## src/design/gate_drive_pkg.sv

```systemverilog
// Shared constants for the tri-level gate drive control block
package gate_drive_pkg;

   // Two-bit level codes from the window comparators
   localparam logic [1:0] LVL_LOW  = 2'h0;
   localparam logic [1:0] LVL_MID  = 2'h1;
   localparam logic [1:0] LVL_HIGH = 2'h2;
   localparam logic [1:0] LVL_OPEN = 2'h3;

   // Clock rate and timing figures
   localparam int CLK_PERIOD_PS   = 20000;
   localparam int DEBOUNCE_NS     = 80;
   localparam int BLANK_NS        = 250;
   localparam int CAL_US          = 25;
   localparam int NOL_NS          = 20;

   // Least times round up to whole cycles
   localparam int DEBOUNCE_CYC =
      (DEBOUNCE_NS * 1000 + CLK_PERIOD_PS - 1) / CLK_PERIOD_PS;
   localparam int BLANK_CYC =
      (BLANK_NS * 1000 + CLK_PERIOD_PS - 1) / CLK_PERIOD_PS;
   localparam int CAL_CYC =
      (CAL_US * 1000000 + CLK_PERIOD_PS - 1) / CLK_PERIOD_PS;
   localparam int NOL_CYC =
      (NOL_NS * 1000 + CLK_PERIOD_PS - 1) / CLK_PERIOD_PS;

   localparam int TMR_W = 11;
   localparam logic [TMR_W-1:0] TMR_ZERO = 11'h000;

   // Zero-current sequence states
   typedef enum logic [1:0] {
      ZC_IDLE,
      ZC_DEBOUNCE,
      ZC_BLANK,
      ZC_MONITOR
   } zc_state_t;

endpackage

```

## src/design/tri_level_gate_drive_control.sv

```systemverilog
// Top level: tri-level gate drive sequencing, lockout and thermal flag
//
// Contract
// - Gates off unless supply good and enable driven high.
// - Warning trip pulls thermal flag low; switching continues.
// - Flag releases only after temperature drops through warning hysteresis.
// - Shutdown trip forces gates off until below shutdown hysteresis.
// - Open skip-mode input reads as high.
// - Skip-mode mid acts as high and engages pulse-width bias divider.
// - Skip-mode low runs low side straight from pulse-width input.
// - Skip-mode low with pulse-width mid: both gates off at once.
// - Pulse-width high: high side on; low: low side on.
// - Skip high or mid, pulse-width mid: high off, low on.
// - Low side held through debounce and blanking, then zero-current off.
// - Zero-current after the wait turns low side off.
// - Zero-current during the wait ignored; low side off at wait end.
// - Debounce 80 ns then blanking 250 ns before monitoring.
// - Each enable rising edge starts a 25 us calibration cycle.
// - Gate turns on only after opposite off and a delay timer.
`timescale 1ns/1ps
module tri_level_gate_drive_control #(
   parameter int CAL_CYCLES = gate_drive_pkg::CAL_CYC
) (
   input  wire logic       clk_i,
   input  wire logic       reset_n_i,
   input  wire logic [1:0] pwm_level_i,
   input  wire logic [1:0] skip_mode_n_level_i,
   input  wire logic       driver_enable_n_i,
   input  wire logic       driver_enable_open_i,
   input  wire logic       supply_lockout_ok_i,
   input  wire logic       zero_current_detect_i,
   input  wire logic       warn_temp_trip_i,
   input  wire logic       warn_temp_clear_i,
   input  wire logic       shutdown_temp_trip_i,
   input  wire logic       shutdown_temp_clear_i,
   input  wire logic       high_side_off_sense_i,
   input  wire logic       low_side_off_sense_i,
   output logic            high_side_gate_o,
   output logic            low_side_gate_o,
   output logic            thermal_warn_flag_n_o,
   output logic            thermal_warn_flag_n_oe_o,
   output logic            pwm_bias_en_o,
   output logic            calibrating_o
);
   localparam int NS = 14;
   localparam logic [NS-1:0] SYNC_RST = 14'h0000;

   logic [NS-1:0] raw;
   logic [NS-1:0] syn;

   // All pins arrive from outside the clock domain
   assign raw = {pwm_level_i, skip_mode_n_level_i, driver_enable_n_i,
                 driver_enable_open_i, supply_lockout_ok_i,
                 zero_current_detect_i, warn_temp_trip_i, warn_temp_clear_i,
                 shutdown_temp_trip_i, shutdown_temp_clear_i,
                 high_side_off_sense_i, low_side_off_sense_i};

   pin_sync #(.W(NS)) u_sync (
      .clk_i     (clk_i),
      .reset_n_i (reset_n_i),
      .pin_i     (raw),
      .rst_val_i (SYNC_RST),
      .level_o   (syn)
   );

   logic [1:0] pwm_lvl;
   logic [1:0] skip_lvl;
   logic       en_pin;
   logic       en_open;
   logic       uv_ok;
   logic       zero_current_detect;
   logic       warn_trip;
   logic       warn_clr;
   logic       sd_trip;
   logic       sd_clr;
   logic       hs_off;
   logic       ls_off;

   assign {pwm_lvl, skip_lvl, en_pin, en_open, uv_ok, zero_current_detect, warn_trip,
           warn_clr, sd_trip, sd_clr, hs_off, ls_off} = syn;

   // Level decode helper, used for both tri-level inputs
   function automatic logic is_lvl(input logic [1:0] v,
                                   input logic [1:0] want);
      is_lvl = (v == want);
   endfunction

   logic skip_low;
   logic pwm_high;
   logic pwm_low;
   logic pwm_mid;
   logic enabled;

   // Open skip input counts as high; only a driven low selects that mode
   assign skip_low = is_lvl(skip_lvl, gate_drive_pkg::LVL_LOW);
   assign pwm_high = is_lvl(pwm_lvl, gate_drive_pkg::LVL_HIGH);
   assign pwm_low  = is_lvl(pwm_lvl, gate_drive_pkg::LVL_LOW);
   assign pwm_mid  = !pwm_high && !pwm_low;

   logic shutdown_r;

   // Open enable counts as low even if the comparator reads high
   assign enabled = uv_ok && en_pin && !en_open && !shutdown_r;

   // Shutdown latch with hysteresis: clear comparator ends it
   always_ff @(posedge clk_i or negedge reset_n_i) begin
      if (!reset_n_i) begin
         shutdown_r <= 1'b0;
      end else if (sd_trip) begin
         shutdown_r <= 1'b1;
      end else if (sd_clr) begin
         shutdown_r <= 1'b0;
      end
   end

   // Warning flag: trip pulls low, only the hysteresis clear releases
   always_ff @(posedge clk_i or negedge reset_n_i) begin
      if (!reset_n_i) begin
         thermal_warn_flag_n_oe_o <= 1'b0;
      end else if (warn_trip) begin
         thermal_warn_flag_n_oe_o <= 1'b1;
      end else if (warn_clr) begin
         thermal_warn_flag_n_oe_o <= 1'b0;
      end
   end

   // Open drain only ever drives low
   always_ff @(posedge clk_i or negedge reset_n_i) begin
      if (!reset_n_i) begin
         thermal_warn_flag_n_o <= 1'b0;
      end else begin
         thermal_warn_flag_n_o <= 1'b0;
      end
   end

   // Bias divider follows the mid skip level
   always_ff @(posedge clk_i or negedge reset_n_i) begin
      if (!reset_n_i) begin
         pwm_bias_en_o <= 1'b0;
      end else begin
         pwm_bias_en_o <= is_lvl(skip_lvl, gate_drive_pkg::LVL_MID);
      end
   end

   // Calibration timer restarted by each enable rising edge
   logic       en_q_r;
   logic [20:0] cal_cnt_r;
   always_ff @(posedge clk_i or negedge reset_n_i) begin
      if (!reset_n_i) begin
         en_q_r    <= 1'b0;
         cal_cnt_r <= 21'h000000;
      end else begin
         en_q_r <= en_pin && !en_open;
         if (en_pin && !en_open && !en_q_r) begin
            cal_cnt_r <= 21'(CAL_CYCLES);
         end else if (cal_cnt_r != 21'h000000) begin
            cal_cnt_r <= cal_cnt_r - 21'h000001;
         end
      end
   end

   always_ff @(posedge clk_i or negedge reset_n_i) begin
      if (!reset_n_i) begin
         calibrating_o <= 1'b0;
      end else begin
         calibrating_o <= (cal_cnt_r > 21'h000001) ||
                          (en_pin && !en_open && !en_q_r);
      end
   end

   // Zero-current sequence: debounce, blanking, then monitor
   gate_drive_pkg::zc_state_t zc_r;
   logic [gate_drive_pkg::TMR_W-1:0] zc_tmr_r;
   logic zc_done_r;
   logic zc_mode;
   assign zc_mode = enabled && !skip_low && pwm_mid;

   always_ff @(posedge clk_i or negedge reset_n_i) begin
      if (!reset_n_i) begin
         zc_r      <= gate_drive_pkg::ZC_IDLE;
         zc_tmr_r  <= gate_drive_pkg::TMR_ZERO;
         zc_done_r <= 1'b0;
      end else if (!zc_mode) begin
         zc_r      <= gate_drive_pkg::ZC_IDLE;
         zc_tmr_r  <= gate_drive_pkg::TMR_ZERO;
         zc_done_r <= 1'b0;
      end else begin
         case (zc_r)
            gate_drive_pkg::ZC_IDLE: begin
               if (!zc_done_r) begin
                  zc_r     <= gate_drive_pkg::ZC_DEBOUNCE;
                  zc_tmr_r <= 11'(gate_drive_pkg::DEBOUNCE_CYC - 1);
               end
            end
            gate_drive_pkg::ZC_DEBOUNCE: begin
               if (zc_tmr_r == gate_drive_pkg::TMR_ZERO) begin
                  zc_r     <= gate_drive_pkg::ZC_BLANK;
                  zc_tmr_r <= 11'(gate_drive_pkg::BLANK_CYC - 1);
               end else begin
                  zc_tmr_r <= zc_tmr_r - 11'h001;
               end
            end
            gate_drive_pkg::ZC_BLANK: begin
               if (zc_tmr_r == gate_drive_pkg::TMR_ZERO) begin
                  // Detection still present as the wait expires ends it right here
                  if (zero_current_detect) begin
                     zc_r      <= gate_drive_pkg::ZC_IDLE;
                     zc_done_r <= 1'b1;
                  end else begin
                     zc_r <= gate_drive_pkg::ZC_MONITOR;
                  end
               end else begin
                  zc_tmr_r <= zc_tmr_r - 11'h001;
               end
            end
            gate_drive_pkg::ZC_MONITOR: begin
               if (zero_current_detect) begin
                  zc_r      <= gate_drive_pkg::ZC_IDLE;
                  zc_done_r <= 1'b1;
               end
            end
            default: begin
               zc_r <= gate_drive_pkg::ZC_IDLE;
            end
         endcase
      end
   end

   // Requested gate states before non-overlap
   logic hs_req;
   logic ls_req;
   always_comb begin
      hs_req = 1'b0;
      ls_req = 1'b0;
      if (enabled) begin
         if (pwm_high) begin
            hs_req = 1'b1;
         end else if (pwm_low) begin
            ls_req = 1'b1;
         end else if (!skip_low) begin
            ls_req = !zc_done_r;
         end
      end
   end

   // Non-overlap: opposite off sensed and gate command low, then delay
   logic [gate_drive_pkg::TMR_W-1:0] nol_hs_r;
   logic [gate_drive_pkg::TMR_W-1:0] nol_ls_r;
   always_ff @(posedge clk_i or negedge reset_n_i) begin
      if (!reset_n_i) begin
         nol_hs_r <= gate_drive_pkg::TMR_ZERO;
         nol_ls_r <= gate_drive_pkg::TMR_ZERO;
      end else begin
         if (!hs_req || low_side_gate_o || !ls_off) begin
            nol_hs_r <= gate_drive_pkg::TMR_ZERO;
         end else if (nol_hs_r != 11'(gate_drive_pkg::NOL_CYC)) begin
            nol_hs_r <= nol_hs_r + 11'h001;
         end
         if (!ls_req || high_side_gate_o || !hs_off) begin
            nol_ls_r <= gate_drive_pkg::TMR_ZERO;
         end else if (nol_ls_r != 11'(gate_drive_pkg::NOL_CYC)) begin
            nol_ls_r <= nol_ls_r + 11'h001;
         end
      end
   end

   // Turn-off is immediate, turn-on waits for non-overlap expiry
   always_ff @(posedge clk_i or negedge reset_n_i) begin
      if (!reset_n_i) begin
         high_side_gate_o <= 1'b0;
         low_side_gate_o  <= 1'b0;
      end else begin
         // Mid with skip low drops both in the same edge
         high_side_gate_o <= hs_req &&
            (high_side_gate_o || nol_hs_r == 11'(gate_drive_pkg::NOL_CYC));
         low_side_gate_o  <= ls_req &&
            (low_side_gate_o || nol_ls_r == 11'(gate_drive_pkg::NOL_CYC));
      end
   end
endmodule

```

## src/design/pin_sync.sv

```systemverilog
// Three-stage pin synchroniser with second/third stage agreement filter
`timescale 1ns/1ps
module pin_sync #(
   parameter int W = 1
) (
   input  wire logic         clk_i,
   input  wire logic         reset_n_i,
   input  wire logic [W-1:0] pin_i,
   input  wire logic [W-1:0] rst_val_i,
   output logic      [W-1:0] level_o
);
   logic [W-1:0] s1_r;
   logic [W-1:0] s2_r;
   logic [W-1:0] s3_r;
   logic [W-1:0] lvl_r;

   // Chain; the first stage feeds only the second
   always_ff @(posedge clk_i or negedge reset_n_i) begin
      if (!reset_n_i) begin
         s1_r <= '0;
         s2_r <= '0;
         s3_r <= '0;
      end else begin
         s1_r <= pin_i;
         s2_r <= s1_r;
         s3_r <= s2_r;
      end
   end

   // Accept a change once stages two and three agree, bit by bit
   always_ff @(posedge clk_i or negedge reset_n_i) begin
      if (!reset_n_i) begin
         lvl_r <= '0;
      end else begin
         for (int i = 0; i < W; i++) begin
            if (s2_r[i] == s3_r[i]) begin
               lvl_r[i] <= s3_r[i];
            end
         end
      end
   end

   // Reset value shown until the filter has a level
   logic primed_r;
   always_ff @(posedge clk_i or negedge reset_n_i) begin
      if (!reset_n_i) begin
         primed_r <= 1'b0;
      end else begin
         primed_r <= 1'b1;
      end
   end

   assign level_o = primed_r ? lvl_r : rst_val_i;
endmodule

```

## config.mk

```make
export PLATFORM = sky130hd
export DESIGN_NAME = tri_level_gate_drive_control
export DESIGN_NICKNAME = d
export VERILOG_FILES = /design/src/design/gate_drive_pkg.sv /design/src/design/tri_level_gate_drive_control.sv /design/src/design/pin_sync.sv
export SDC_FILE = /design/constraint.sdc
export NUM_CORES = 1
export LEC_CHECK = 0
export BUFFER_PORTS_ARGS = -buffer_cell sky130_fd_sc_hd__buf_2
export CAP_MARGIN = 20
export CORE_MARGIN = 2
export CORE_UTILIZATION = 55
export DETAILED_ROUTE_END_ITERATION = 7
export PLACE_DENSITY = 0.74
export SYNTH_ARGS = -nofsm -noshare
export SYNTH_HDL_FRONTEND = slang
export SYNTH_HIERARCHICAL = 1
export SYNTH_SLANG_ARGS = --single-unit
```

## constraint.sdc

```tcl
create_clock -name clk_i -period 2.3 [get_ports clk_i]
set_clock_uncertainty 0.05 [all_clocks]
set_input_delay 0.115 -clock clk_i [delete_from_list [all_inputs] [get_ports clk_i]]
set_output_delay 0.115 -clock clk_i [all_outputs]
set_load 0.02 [all_outputs]
```

=== Yosys cells after proc, flatten, opt, wreduce, memory -nomap -nowiden ===
Cells that the tools add are included.

* Register bits after elaboration: 121
* Input port bits: 16
* Word-level logic and storage cells: 140

* Add/subtract/negate cells: 4
* Order comparisons: 1
* Equality and inequality tests: 30
* Mux-type cells: 33
* Reduce and logical (&&, ||, !) cells: 41

{| class="wikitable"
|+ Operator list
! kind !! count
|-
| 2-to-1 mux 11 bit || 8
|-
| 2-to-1 mux 21 bit || 2
|-
| case mux 11 bit (3 select lines) || 1
|-
| adder 11 x 1 -> 11 bit (second input constant) || 2
|-
| equality test 11 x 1 -> 1 bit (second input constant) || 2
|-
| inequality test 11 x 1 -> 1 bit (second input constant) || 2
|-
| greater-than comparator 21 x 1 -> 1 bit (second input constant) || 1
|-
| nonzero test 21 bit || 1
|-
| subtractor 21 x 1 -> 21 bit (second input constant) || 1
|-
| inequality test 3 bit (second input constant) || 5
|-
| equality test 1 bit || 14
|-
| 2-to-1 mux 14 bit || 1
|-
| 2-to-1 mux 1 bit || 13
|-
| 2-to-1 mux 2 bit || 6
|-
| logical NOT 1 bit || 11
|-
| logical NOT 11 bit || 1
|-
| subtractor 11 x 1 -> 11 bit (second input constant) || 1
|-
| logical AND 1 bit || 10
|-
| nonzero test 2 bit || 5
|-
| case mux 2 bit (4 select lines) || 1
|-
| logical OR 1 bit || 7
|-
| equality test 2 bit (second input constant) || 3
|-
| logical NOT 2 bit || 3
|-
| equality test 2 x 1 -> 1 bit (second input constant) || 2
|-
| other kinds (6) || 6
|}

=== Longest topological paths before layout ===
Gate-level depths: netlist (run 1).

* Depth after elaboration: 10
* Gate-level depth with buffers: 8
* Depth with buffers taken out: 7

=== By module ===
The synthesis (run 1) kept the hierarchy.

{| class="wikitable"
|+ Modules (own cells, without submodules)
! module !! times used !! area an instance (sq um) !! sequential area each (sq um) !! cells an instance
|-
| tri_level_gate_drive_control || 1 || 3488.3 || 1601.5 || 359
|-
| pin_sync || 1 || 1739.2 || 1426.4 || 87
|}

=== Worst setup path before layout (run 1) ===
OpenSTA, ideal clock, no wires.

* Path type: reg2reg
* Start: reg u_sync.primed_r
* End: reg zc_tmr_r[6] (netlist bit)
* Path buffers: 2
* Arrival time: 2.448 ns
* Setup slack: -0.262 ns
* Stages on the path, launching flop included: 9
* Setup time: 0.064 ns
* Cells stage by stage: dfrtp_1 > buf_6 > mux2_2 > nor4bb_1 > nand3b_2 > nor4b_1 > clkbuf_1 > nor3b_1 > a21o_1

* Cells in the longest elaborated chain, start to end: 8
* Elaborated cells on any way between the ends: 19

{| class="wikitable"
|+ RTL lines
! what !! RTL line !! RTL
|-
| from (decl) || pin_sync.sv:44 || <nowiki>logic primed_r;</nowiki>
|-
| from (signal assigned) || pin_sync.sv:47 || <nowiki>primed_r <= 1'b0;</nowiki>
|-
| from (signal assigned) || pin_sync.sv:49 || <nowiki>primed_r <= 1'b1;</nowiki>
|-
| 2-to-1 mux 14 bit (*) || pin_sync.sv:53 || <nowiki>assign level_o = primed_r ? lvl_r : rst_val_i;</nowiki>
|-
| named net syn[8] || tri_level_gate_drive_control.sv:49 || <nowiki>logic [NS-1:0] syn;</nowiki>
|-
| logical NOT 1 bit (*) || tri_level_gate_drive_control.sv:103 || <nowiki>assign enabled = uv_ok && en_pin && !en_open && !shutdown_r;</nowiki>
|-
| logical AND 1 bit (*) (2 in a row) || tri_level_gate_drive_control.sv:103 ||
|-
| logical AND 1 bit (*) (2 in a row) || tri_level_gate_drive_control.sv:176 || <nowiki>assign zc_mode = enabled && !skip_low && pwm_mid;</nowiki>
|-
| inequality test 4 x 1 -> 1 bit (no source line) or inequality test 3 bit (tied branches) || n/a ||
|-
| AND reduction 3 bit (no source line) || n/a ||
|-
| to (signal assigned) || tri_level_gate_drive_control.sv:181 || <nowiki>zc_tmr_r <= gate_drive_pkg::TMR_ZERO;</nowiki>
|-
| to (signal assigned) || tri_level_gate_drive_control.sv:185 || <nowiki>zc_tmr_r <= gate_drive_pkg::TMR_ZERO;</nowiki>
|-
| to (signal assigned) || tri_level_gate_drive_control.sv:192 || <nowiki>zc_tmr_r <= 11'(gate_drive_pkg::DEBOUNCE_CYC - 1);</nowiki>
|-
| to (decl) || tri_level_gate_drive_control.sv:173 || <nowiki>logic [gate_drive_pkg::TMR_W-1:0] zc_tmr_r;</nowiki>
|}

The timed path passes the listed nets; every way through them passes the cells marked *.
A chain may end at the register's enable or synchronous reset.

=== Worst setup path in the final report (run 1) ===
* Start: reg zc_tmr_r[0] (netlist bit)
* End: reg zc_tmr_r[7] (netlist bit)

* Cells in the longest elaborated chain, start to end: 4
* Elaborated cells on any way between the ends: 8

{| class="wikitable"
|+ RTL lines
! what !! RTL line !! RTL
|-
| subtractor 11 x 1 -> 11 bit or logical NOT 11 bit (tied branches) || n/a ||
|-
| 2-to-1 mux 11 bit, on equally long branches || tri_level_gate_drive_control.sv:204, tri_level_gate_drive_control.sv:196 ||
|-
| case mux 11 bit (3 select lines) || tri_level_gate_drive_control.sv:188 || <nowiki>case (zc_r)</nowiki>
|-
| 2-to-1 mux 11 bit || tri_level_gate_drive_control.sv:183 || <nowiki>end else if (!zc_mode) begin</nowiki>
|}

Several ways; a longest one is shown, not always the timed one. The select of a mux whose other input is x is not followed.

==> results by group, run 1 <==
Critical path
  • Kind of critical path: reg2reg
  • Reg2reg setup slack: -70 ps
  • WP data arrival: 2730 ps
  • CP Data Required Time: 2660 ps
  • R2r endpoint: zc_tmr_r[7]
  • Critical R2R Launch: zc_tmr_r[0]
  • Largest fanout on the critical path: 5
  • Worst Reg-to-Reg Cells: 10
  • Startpoint types: flop
  • CP endpoint kind: flop

Die
  • # IOs: 22
  • Initial core utilization: 56.57%
  • Die height: 101.5 um
  • Core area: 9240 um^2
  • Std cell rows: 35
  • Die area: 10300 um^2
  • Die width: 101.5 um

Logic synthesis
  • Combinational family with the most area after synthesis: simple AND/OR/NAND/NOR gates
  • Xor-xnor portion of the synthesized cell area: 5.361%
  • Mapped cell area: 5228 um^2
  • Seq/Total Area, Yosys: 57.92%
  • Synth Area in Compound Gates: 8.018%
  • Simple-Gate Fraction of Synth Area: 17.23%
  • Async S/R FF share, synth: 100.0%
  • Synth area leader: dfrtp_1
  • Number of flops mapped to enable cells by yosys: 0
  • Synth cell types: 60
  • Synth Register Bits: 121
  • Post-synthesis mux area share: 3.207%
  • Syn Area/Cell: 11.72 um^2
  • Top post-synthesis cells by area: dfrtp_1, nor2_1, xor2_1, ha_1, mux2_2
  • Yosys top cell area share: 57.92%
  • Adder-cell share of the synthesized area: 5.792%
  • Yosys warns: 6
  • Synthesized netlist cell count: 446
  • Top FF cell, synth: dfrtp_1

STA
  • Final hold vios: 0
  • Worst setup slack after layout: -65.09 ps
  • Final setup fails: 4
  • Part of the cycle the worst path needs: 102.8%
  • Final Max Slew Viols: 0
  • Max_slew headroom: 59.07%
  • FMAX: 422.8 MHz
  • Worst-case hold slack: 92.06 ps
  • Worst Max-Slew Pin Slew: 612.7 ps
  • Setup TNS: -192.3 ps
  • RSZ-0062 raised after global routing: true
  • Min Tclk post-route: 2365 ps

Place
  • Dpl cells: 626
  • DP Area: 5738 um^2
  • Port buffer count: 20
  • GPL Wtd Cong: 0.7937
  • DP HPWL: 6.468 mm

Drt
  • Routed WL: 10.64 mm
  • Final antenna-violating net count: 0
  • DR iter-0 viols: 113
  • Via count: 3706
  • Post-route DRC: 0
  • Avg WL per Cell: 15.40 um
  • DR pass1 iterations: 4
  • Vias per cell: 5.363

Status
  • Status: finished with violations
  • Failing checks: setup timing

Clock tree
  • CTS tree: yes
  • Clock transition at path regs: 60 ps
  • CTS H-Tree Depth: 4
  • CTS buffer count: 17
  • Root Driver: clkbuf_8
  • Clock Sinks: 121
  • CTS Buffer Depth: 2
  • Worst-skew pair later-pin latency: 530 ps

Layout
  • Diodes inserted: 0
  • Final std cells w/o fill: 691
  • Fill count: 632
  • Final-stage net count: 579
  • Final non-filler cell area: 6661 um^2
  • Commonest cells after routing, fill and taps aside: dfrtp_1, nor2_1, buf_4
  • Most common cell after layout, fill and taps aside: dfrtp_1
  • Synthesis-to-layout area growth: 27.43%
  • Fraction of layout cells with a size suffix above 1: 24.38%

Power and ir drop
  • Sequential share of power: 43.9%
  • Comb power frac: 9.7%
  • Internal: 3.935 mW
  • Peak supply drop: 0.6002 mV
  • Pwr dens: 804.1 nW/um^2
  • Tot Pwr: 5.357 mW
  • Sw Share: 26.53%
  • Pleak: 3.066 nW
  • Clock power frac: 46.4%
  • Switching power of the nets: 1.421 mW

Worst hold path
  • Worst Hold Class: in2async

Global routing
  • Vias in the first global route: 3723
  • Global-route wire length before repair: 17.46 mm
  • Initial antenna violation count: 0
  • Largest net degree at the start of global routing: 47
  • Remaining global-route overflow: 0
  • Global Route Usage Sum: 22.06%

Run
  • Max-cap violations: 0
-- critical path, cell delays in order (launching register included) --
cell and delay [ps]:
dfrtp_1 400, inv_2 90, ha_4 120, or3b_4 370
buf_6 130, nor4_4 270, buf_4 180, nor4b_4 50
buf_4 170, and3_1 170, a221o_1 250
-- per-layer routing --
metal | vias up | GRT usage (%) | routed length [um]
met2 | 62 | 37.39 | 5527
met5 | - | 0 | 0
met1 | 1858 | 27.10 | 4641
li1 | 1773 | - | -
met4 | 0 | 8.628 | 143
met3 | 13 | 5.866 | 331
-- power groups by stage --
stage                     registers [mW]  clock network, mW  logic, mW
final                               2.35               2.49      0.520
after global routing                2.37               2.62      0.589
after CTS                           2.35               2.52      0.508
after detailed placement            2.38                  0      0.486
after global placement              2.37                  0      0.468
after floorplan                     2.36                  0      0.334
-- metrics by stage --
step	setup slack [ps]	util [%]
floorplan	1.809	-
global placement	58.77	62.10
detailed placement	-22.63	62.10
CTS	14.75	70.02
global route	-125.6	72.09
finish	-65.09	72.09
-- layout make-up --
class                           count  area, um^2  area share [%]
Clock buffer                       17       414.1           6.217
Clock inverter                     14       136.4           2.047
Inverter                           16       60.06          0.9016
Multi-Input combinational cell    312        2231           33.49
Sequential cell                   121        3029           45.47
Tap cell                          129       161.4           2.423
Timing Repair Buffer               82       629.4           9.448
-- cells by family (layout without fill, tap and decap cells) --
kind of cell	Yosys count	count (layout)
xor gates and xnor gates	32	32
other	2	16
muxes	15	15
adders and majority gates	27	27
DFF	121	121
AOI/OAI and AO/OA	58	58
buffers and inverters	27	129
and+or+nand+nor	164	164
-- state kept, by name (all words and copies together) (netlist names), 11 cells and up --
name / cells
cal_cnt_r: 21
u_sync/lvl_r: 14
u_sync/s1_r: 14
u_sync/s2_r: 14
u_sync/s3_r: 14
nol_hs_r: 11
nol_ls_r: 11
zc_tmr_r: 11
-- Yosys cell counts, types with 2 or more instances --
cell type and count:
conb_1 2, nor4_1 11, o22a_1 2, xor2_1 22
a21boi_0 2, nand4b_1 5, a22o_1 2, o211ai_1 2
dfrtp_1 121, and2_1 3, o221ai_1 2, inv_1 16
and3_1 7, nand2_1 16, mux2_2 14, ha_1 13
a221o_1 3, nand2b_1 5, nor2_1 56, nand3b_1 2
nand3_1 14, nor2b_1 4, or3b_2 2, nor3b_1 4
o21ai_1 4, clkbuf_1 6, xnor2_1 10, a21o_1 5
nor3_1 9, o21ai_0 6, a211oi_1 6, a21oi_1 13
o311a_1 2, nand4_1 6, or4_1 6, maj3_1 14
buf_6 2, o211a_1 2, or3_1 3, or2_2 2
-- worst max-delay path by stage --
| stage | from | to | cells after the start |
|---|---|---|---|
| after floorplan | zc_tmr_r[3] | zc_tmr_r[3] | 7 |
| final | zc_tmr_r[0] | zc_tmr_r[7] | 10 |
| after detailed placement | zc_tmr_r[1] | zc_r[1] | 9 |
| after global placement | zc_tmr_r[3] | zc_tmr_r[6] | 6 |
| after global routing | zc_tmr_r[1] | zc_tmr_r[7] | 10 |
| after CTS | zc_tmr_r[1] | zc_r[1] | 9 |
-- timing repair --
action	CTS	global route
resized for setup	5	17
setup buffers	2	16
hold buffers	15	0
endpoints found under the hold margin	57	0
pin swaps	3	10
gates cloned	0	1
setup endpoints to repair	2	17
Note: power is estimated with default switching activity, not from simulation.
==> run 2: changes to the inputs <==
- CORE_MARGIN: 2 -> 4
- REMOVE_ABC_BUFFERS: unset -> 1
==> results by group, run 2 (synthesis results as in run 1) <==
Die
  • Std cell rows: 35 (unchanged)
  • Die height: 105.5 um (+3.9%)
  • Die area: 11130 um^2 (+8.0%)
  • Core area: 9240 um^2 (unchanged)
  • Die width: 105.5 um (+3.9%)
  • # IOs: 22 (unchanged)
  • Initial core utilization: 56.57% (unchanged)

Critical path
  • CP endpoint kind: flop
  • Startpoint types: flop
  • CP Data Required Time: 2650 ps (about the same)
  • Largest fanout on the critical path: 5 (unchanged)
  • Worst Reg-to-Reg Cells: 9 (-1)
  • Kind of critical path: reg2reg
  • WP data arrival: 2640 ps (-90 ps)

STA
  • Min Tclk post-route: 2290 ps (-75.09 ps)
  • Max_slew headroom: 64.04% (+5.0 points)
  • Final Max Slew Viols: 0 (unchanged)
  • Worst-case hold slack: 56.82 ps (-35.24 ps)
  • Final setup fails: 0 (-4)
  • Worst Max-Slew Pin Slew: 534.5 ps (-78.21 ps)
  • Final hold vios: 0 (unchanged)
  • Setup TNS: 0 ps (+192.3 ps)
  • Part of the cycle the worst path needs: 99.57% (-3.3 points)
  • RSZ-0062 raised after global routing: true
  • FMAX: 436.7 MHz (+3.3%)

Global routing
  • Global Route Usage Sum: 20.44% (-1.6 points)
  • Largest net degree at the start of global routing: 52 (+11%)
  • Remaining global-route overflow: 0 (unchanged)
  • Global-route wire length before repair: 18.27 mm (+4.7%)
  • Initial antenna violation count: 0 (unchanged)
  • Vias in the first global route: 3895 (+4.6%)

Layout
  • Commonest cells after routing, fill and taps aside: dfrtp_1, nor2_1, buf_4
  • Fill count: 594 (-6.0%)
  • Area of the multi-input gates: 2237 um^2 (+0.28%)
  • Largest register FFs: 21 (unchanged)
  • Most common cell after layout, fill and taps aside: dfrtp_1
  • Final-stage net count: 575 (-0.69%)
  • Fraction of layout cells with a size suffix above 1: 24.33% (-0.048 points)
  • FF+latch area: 3029 um^2 (unchanged)
  • Diodes inserted: 0 (unchanged)
  • Final core utilization: 72.44% (+0.35 points)
  • Largest Register: cal_cnt_r
  • Synthesis-to-layout area growth: 28.05%

Clock tree
  • CTS Buffer Depth: 2 (unchanged)
  • Clock Sinks: 121 (unchanged)
  • CTS buffer count: 17 (unchanged)
  • Worst-skew pair later-pin latency: 520 ps (about the same)
  • CTS H-Tree Depth: 4 (unchanged)
  • CTS tree: yes
  • Root Driver: clkbuf_8
  • Clock transition at path regs: 70 ps (about the same)

Place
  • GPL Wtd Cong: 0.8188 (+3.2%)
  • Port buffer count: 20 (unchanged)
  • DP HPWL: 6.235 mm (-3.6%)

Status
  • Status: finished clean

Power and ir drop
  • Pleak: 3.091 nW (+0.84%)
  • Pwr dens: 830.4 nW/um^2 (+3.3%)
  • Peak supply drop: 0.5667 mV (-5.6%)

Drt
  • Vias per cell: 5.451 (+1.6%)
  • DR pass1 iterations: 5 (+1)
  • Final antenna-violating net count: 0 (unchanged)
  • Avg WL per Cell: 15.36 um (-0.26%)
  • Post-route DRC: 0 (unchanged)
  • Via count: 3750 (+1.2%)
  • Routed WL: 10.57 mm (-0.70%)
  • DR iter-0 viols: 152 (+35%)

Run
  • Max-cap violations: 0 (unchanged)

Worst hold path
  • Worst Hold Class: in2async
-- run 2: cell types whose count changed in the layout (fill, tap and decap cells not counted), moves of 2 or more --
cell        before  now
inv_8            0   10
inv_6            8    1
buf_4           44   40
clkinvlp_4       3    0
clkinv_8         0    2
or4_1            5    3
or4_4            2    4
-- run 2: cell type report --
type                       instances  area share (%)
sequential                       121           45.25
clock buffer                      17           6.187
timing repair buffer              78           8.953
clock inverter                    15           2.879
inverter                          16          0.8972
tap                              129           2.411
multi-input combinational        312           33.42
-- run 2: final timing paths --
path	endpoint	slack, ps	from
min in group clk_i	u_sync/s1_r[13]	180	pwm_level_i[1]
hold reg to reg	u_sync/s2_r[7]	300	u_sync/s1_r[7]
hold / removal	u_sync/lvl_r[5]	60	reset_n_i
setup / recovery	zc_tmr_r[7]	10	zc_tmr_r[0]
setup reg to reg	zc_tmr_r[7]	10	zc_tmr_r[0]
max in group asynchronous	u_sync/primed_r	1340	reset_n_i
-- run 2: critical path: stages (launching register included) --
cell and delay [ps]:
dfrtp_1 400, inv_2 80, ha_4 120, or3b_4 400, nor4_4 260, buf_4 180
nor4b_4 50, buf_4 180, and3_4 160, a221o_1 270
-- run 2: stage by stage --
| stage | setup WS, ps | instance area, um^2 | cells | total power, mW |
|---|---|---|---|---|
| after global routing | -73.46 | 6694 | 688 | 5.804 |
| after detailed placement | -30.00 | 5713 | 627 | 2.865 |
| after global placement | 29.47 | 5713 | 627 | 2.846 |
| after CTS | 1.092 | 6601 | 684 | 5.591 |
| final | 9.998 | 6694 | 688 | 5.559 |
| after floorplan | -688.6 | 5219 | 449 | 2.685 |
-- run 2: metal layers --
metal / up-vias / global-route usage (%) / part of all wire (%) / wire [um]
met2: 98 / 33.79 / 51 / 5377
li1: 1770 / - / - / -
met1: 1854 / 25.66 / 43 / 4504
met4: 0 / 7.678 / 2.2 / 233
met5: - / 0 / 0 / 0
met3: 28 / 5.818 / 4.3 / 454
-- run 2: power by group --
part	leakage (nW)	switching [mW]	internal (mW)	total [mW]
clock network	0.301	1.15	1.53	2.67
registers	1.52	0.0893	2.25	2.34
logic	1.27	0.300	0.242	0.542
-- run 2: what timing repair did --
| action | 4_1_cts | 5_1_grt |
|---|---|---|
| gates cloned | 1 | 0 |
| endpoints found under the hold margin | 104 | 0 |
| hold buffers | 15 | 0 |
| pin swaps | 4 | 10 |
| endpoints found under the setup margin | 10 | 16 |
| setup buffers | 9 | 4 |
| gates resized for setup | 14 | 16 |
==> run 3: changes to the inputs <==
- CORE_UTILIZATION: 55 -> 61
- PLACE_DENSITY: 0.74 -> 0.78
- clock period: 2.3 -> 2.4 ns (I/O delays scaled with it)
==> results by group, run 3 (synthesis results as in run 1) <==
Drt
  • Post-route DRC: 0 (unchanged)
  • Routed WL: 10.91 mm (+3.2%)
  • Via count: 3707 (-1.1%)
  • Final antenna-violating net count: 0 (unchanged)
  • DR pass1 iterations: 4 (-1)
  • DR iter-0 viols: 99 (-35%)
  • Avg WL per Cell: 16.78 um (+9.3%)
  • Vias per cell: 5.703 (+4.6%)

Critical path
  • Worst Path Buf+Inv: 1 (-2)
  • WP data arrival: 2750 ps (+110 ps)
  • CP Cell Sequence: or4_1 -> or4_4 -> a31oi_4 -> buf_4 -> a21o_1 -> a21o_1
  • CP dominant cell by count: a21o_1
  • WP depth: 6 (-3)
  • Kind of critical path: reg2reg
  • Worst Reg-to-Reg Cells: 6 (-3)
  • Startpoint types: flop
  • CP Data Required Time: 2800 ps (+150 ps)
  • Critical path's top delay family: simple AND/OR/NAND/NOR gates
  • Slowest-stage cell, CP: or4_1
  • Slowest stage delay, CP: 620 ps (+220 ps)
  • CP endpoint kind: flop
  • Largest fanout on the critical path: 5 (unchanged)

Clock tree
  • Root Driver: clkbuf_8
  • CTS H-Tree Depth: 4 (unchanged)
  • CTS Buffer Depth: 2 (unchanged)
  • Worst-skew pair later-pin latency: 510 ps (about the same)
  • Clock transition at path regs: 60 ps (about the same)
  • CTS buffer count: 17 (unchanged)
  • Clock Sinks: 121 (unchanged)
  • CTS tree: yes

STA
  • Final setup fails: 0 (unchanged)
  • Worst Max-Slew Pin Slew: 512.8 ps (-21.65 ps)
  • Min Tclk post-route: 2355 ps (+64.80 ps)
  • Final hold vios: 0 (unchanged)
  • Final Max Slew Viols: 0 (unchanged)
  • Part of the cycle the worst path needs: 98.12% (-1.4 points)
  • Max_slew headroom: 65.45% (+1.4 points)
  • Setup TNS: 0 ps (unchanged)
  • Worst setup slack after layout: 45.19 ps (+35.20 ps)
  • Worst-case hold slack: 62.15 ps (+5.331 ps)
  • FMAX: 424.7 MHz (-2.8%)

Layout
  • Largest register FFs: 21 (unchanged)
  • Largest Register: cal_cnt_r
  • Final core utilization: 78.52% (+6.1 points)
  • Fraction of layout cells with a size suffix above 1: 20.92% (-3.4 points)
  • Most common cell after layout, fill and taps aside: dfrtp_1
  • Final std cells w/o fill: 650 (-5.5%)
  • Synthesis-to-layout area growth: 24.03%
  • Final-stage net count: 562 (-2.3%)
  • Commonest cells after routing, fill and taps aside: dfrtp_1, nor2_1, buf_4
  • Final non-filler cell area: 6484 um^2 (-3.1%)
  • Diodes inserted: 0 (unchanged)

Power and ir drop
  • Pleak: 2.976 nW (-3.7%)
  • Tot Pwr: 5.355 mW (-3.7%)
  • Peak supply drop: 0.5842 mV (+3.1%)
  • Pwr dens: 825.8 nW/um^2 (-0.55%)

Place
  • DP Area: 5608 um^2 (-1.8%)
  • Pre-CTS setup slack: -1.323 ps (+28.68 ps)
  • Port buffer count: 20 (unchanged)
  • Dpl cells: 593 (-5.4%)
  • GPL Wtd Cong: 0.8622 (+5.3%)
  • DP HPWL: 6.417 mm (+2.9%)

Die
  • Std cell rows: 33 (-5.7%)
  • Die height: 100.6 um (-4.7%)
  • # IOs: 22 (unchanged)
  • Core area: 8258 um^2 (-11%)
  • Die area: 10110 um^2 (-9.1%)
  • Die width: 100.6 um (-4.7%)
  • Initial core utilization: 63.30% (+6.7 points)

Status
  • Status: finished clean

Global routing
  • Global-route wire length before repair: 18.36 mm (+0.49%)
  • Vias in the first global route: 3853 (-1.1%)
  • Initial antenna violation count: 0 (unchanged)
  • Largest net degree at the start of global routing: 60 (+15%)
  • Global Route Usage Sum: 23.41% (+3.0 points)
  • Remaining global-route overflow: 0 (unchanged)

Worst hold path
  • Worst Hold Class: in2async

Run
  • Max-cap violations: 0 (unchanged)
## run 3: power by group
part,internal [mW],total (mW),switching [mW]
clock network,1.60,2.60,0.993
logic,0.212,0.500,0.287
registers,2.16,2.26,0.0962
## run 3: timing repair
item / in CTS / in global routing
pin swaps: 1 / 4
endpoints found under the setup margin: 4 / 15
endpoints found under the hold margin: 109 / 0
resized for setup: 0 / 10
buffers inserted: 0 / 11
hold buffers: 15 / 0
## run 3: final timing paths
| kind | from | end | slack [ps] |
|---|---|---|---|
| setup / recovery | zc_tmr_r[4] | zc_tmr_r[6] | 50 |
| hold / removal | reset_n_i | nol_hs_r[6] | 60 |
| setup reg to reg | zc_tmr_r[4] | zc_tmr_r[6] | 50 |
| hold reg to reg | u_sync/s1_r[0] | u_sync/s2_r[0] | 300 |
| max in group asynchronous | reset_n_i | u_sync/primed_r | 1500 |
| min in group clk_i | shutdown_temp_clear_i | u_sync/s1_r[2] | 200 |
## run 3: layer usage
metal / global-route usage, % / share of wire [%] / vias to the layer above / wire, um
met5: 0 / 0 / - / 0
met4: 10.78 / 2.5 / 0 / 278
met3: 5.467 / 4.7 / 21 / 515
met2: 39.09 / 51 / 104 / 5603
met1: 28.99 / 41 / 1838 / 4512
li1: - / - / 1744 / -
## run 3: final cells by class
type | count | area (um^2)
Clock buffer | 17 | 414.1
Clock inverter | 14 | 186.4
Fill cell | 466 | 1774
Inverter | 16 | 60.06
Multi-Input combinational cell | 312 | 2172
Sequential cell | 121 | 3029
Tap cell | 105 | 131.4
Timing Repair Buffer | 65 | 490.5
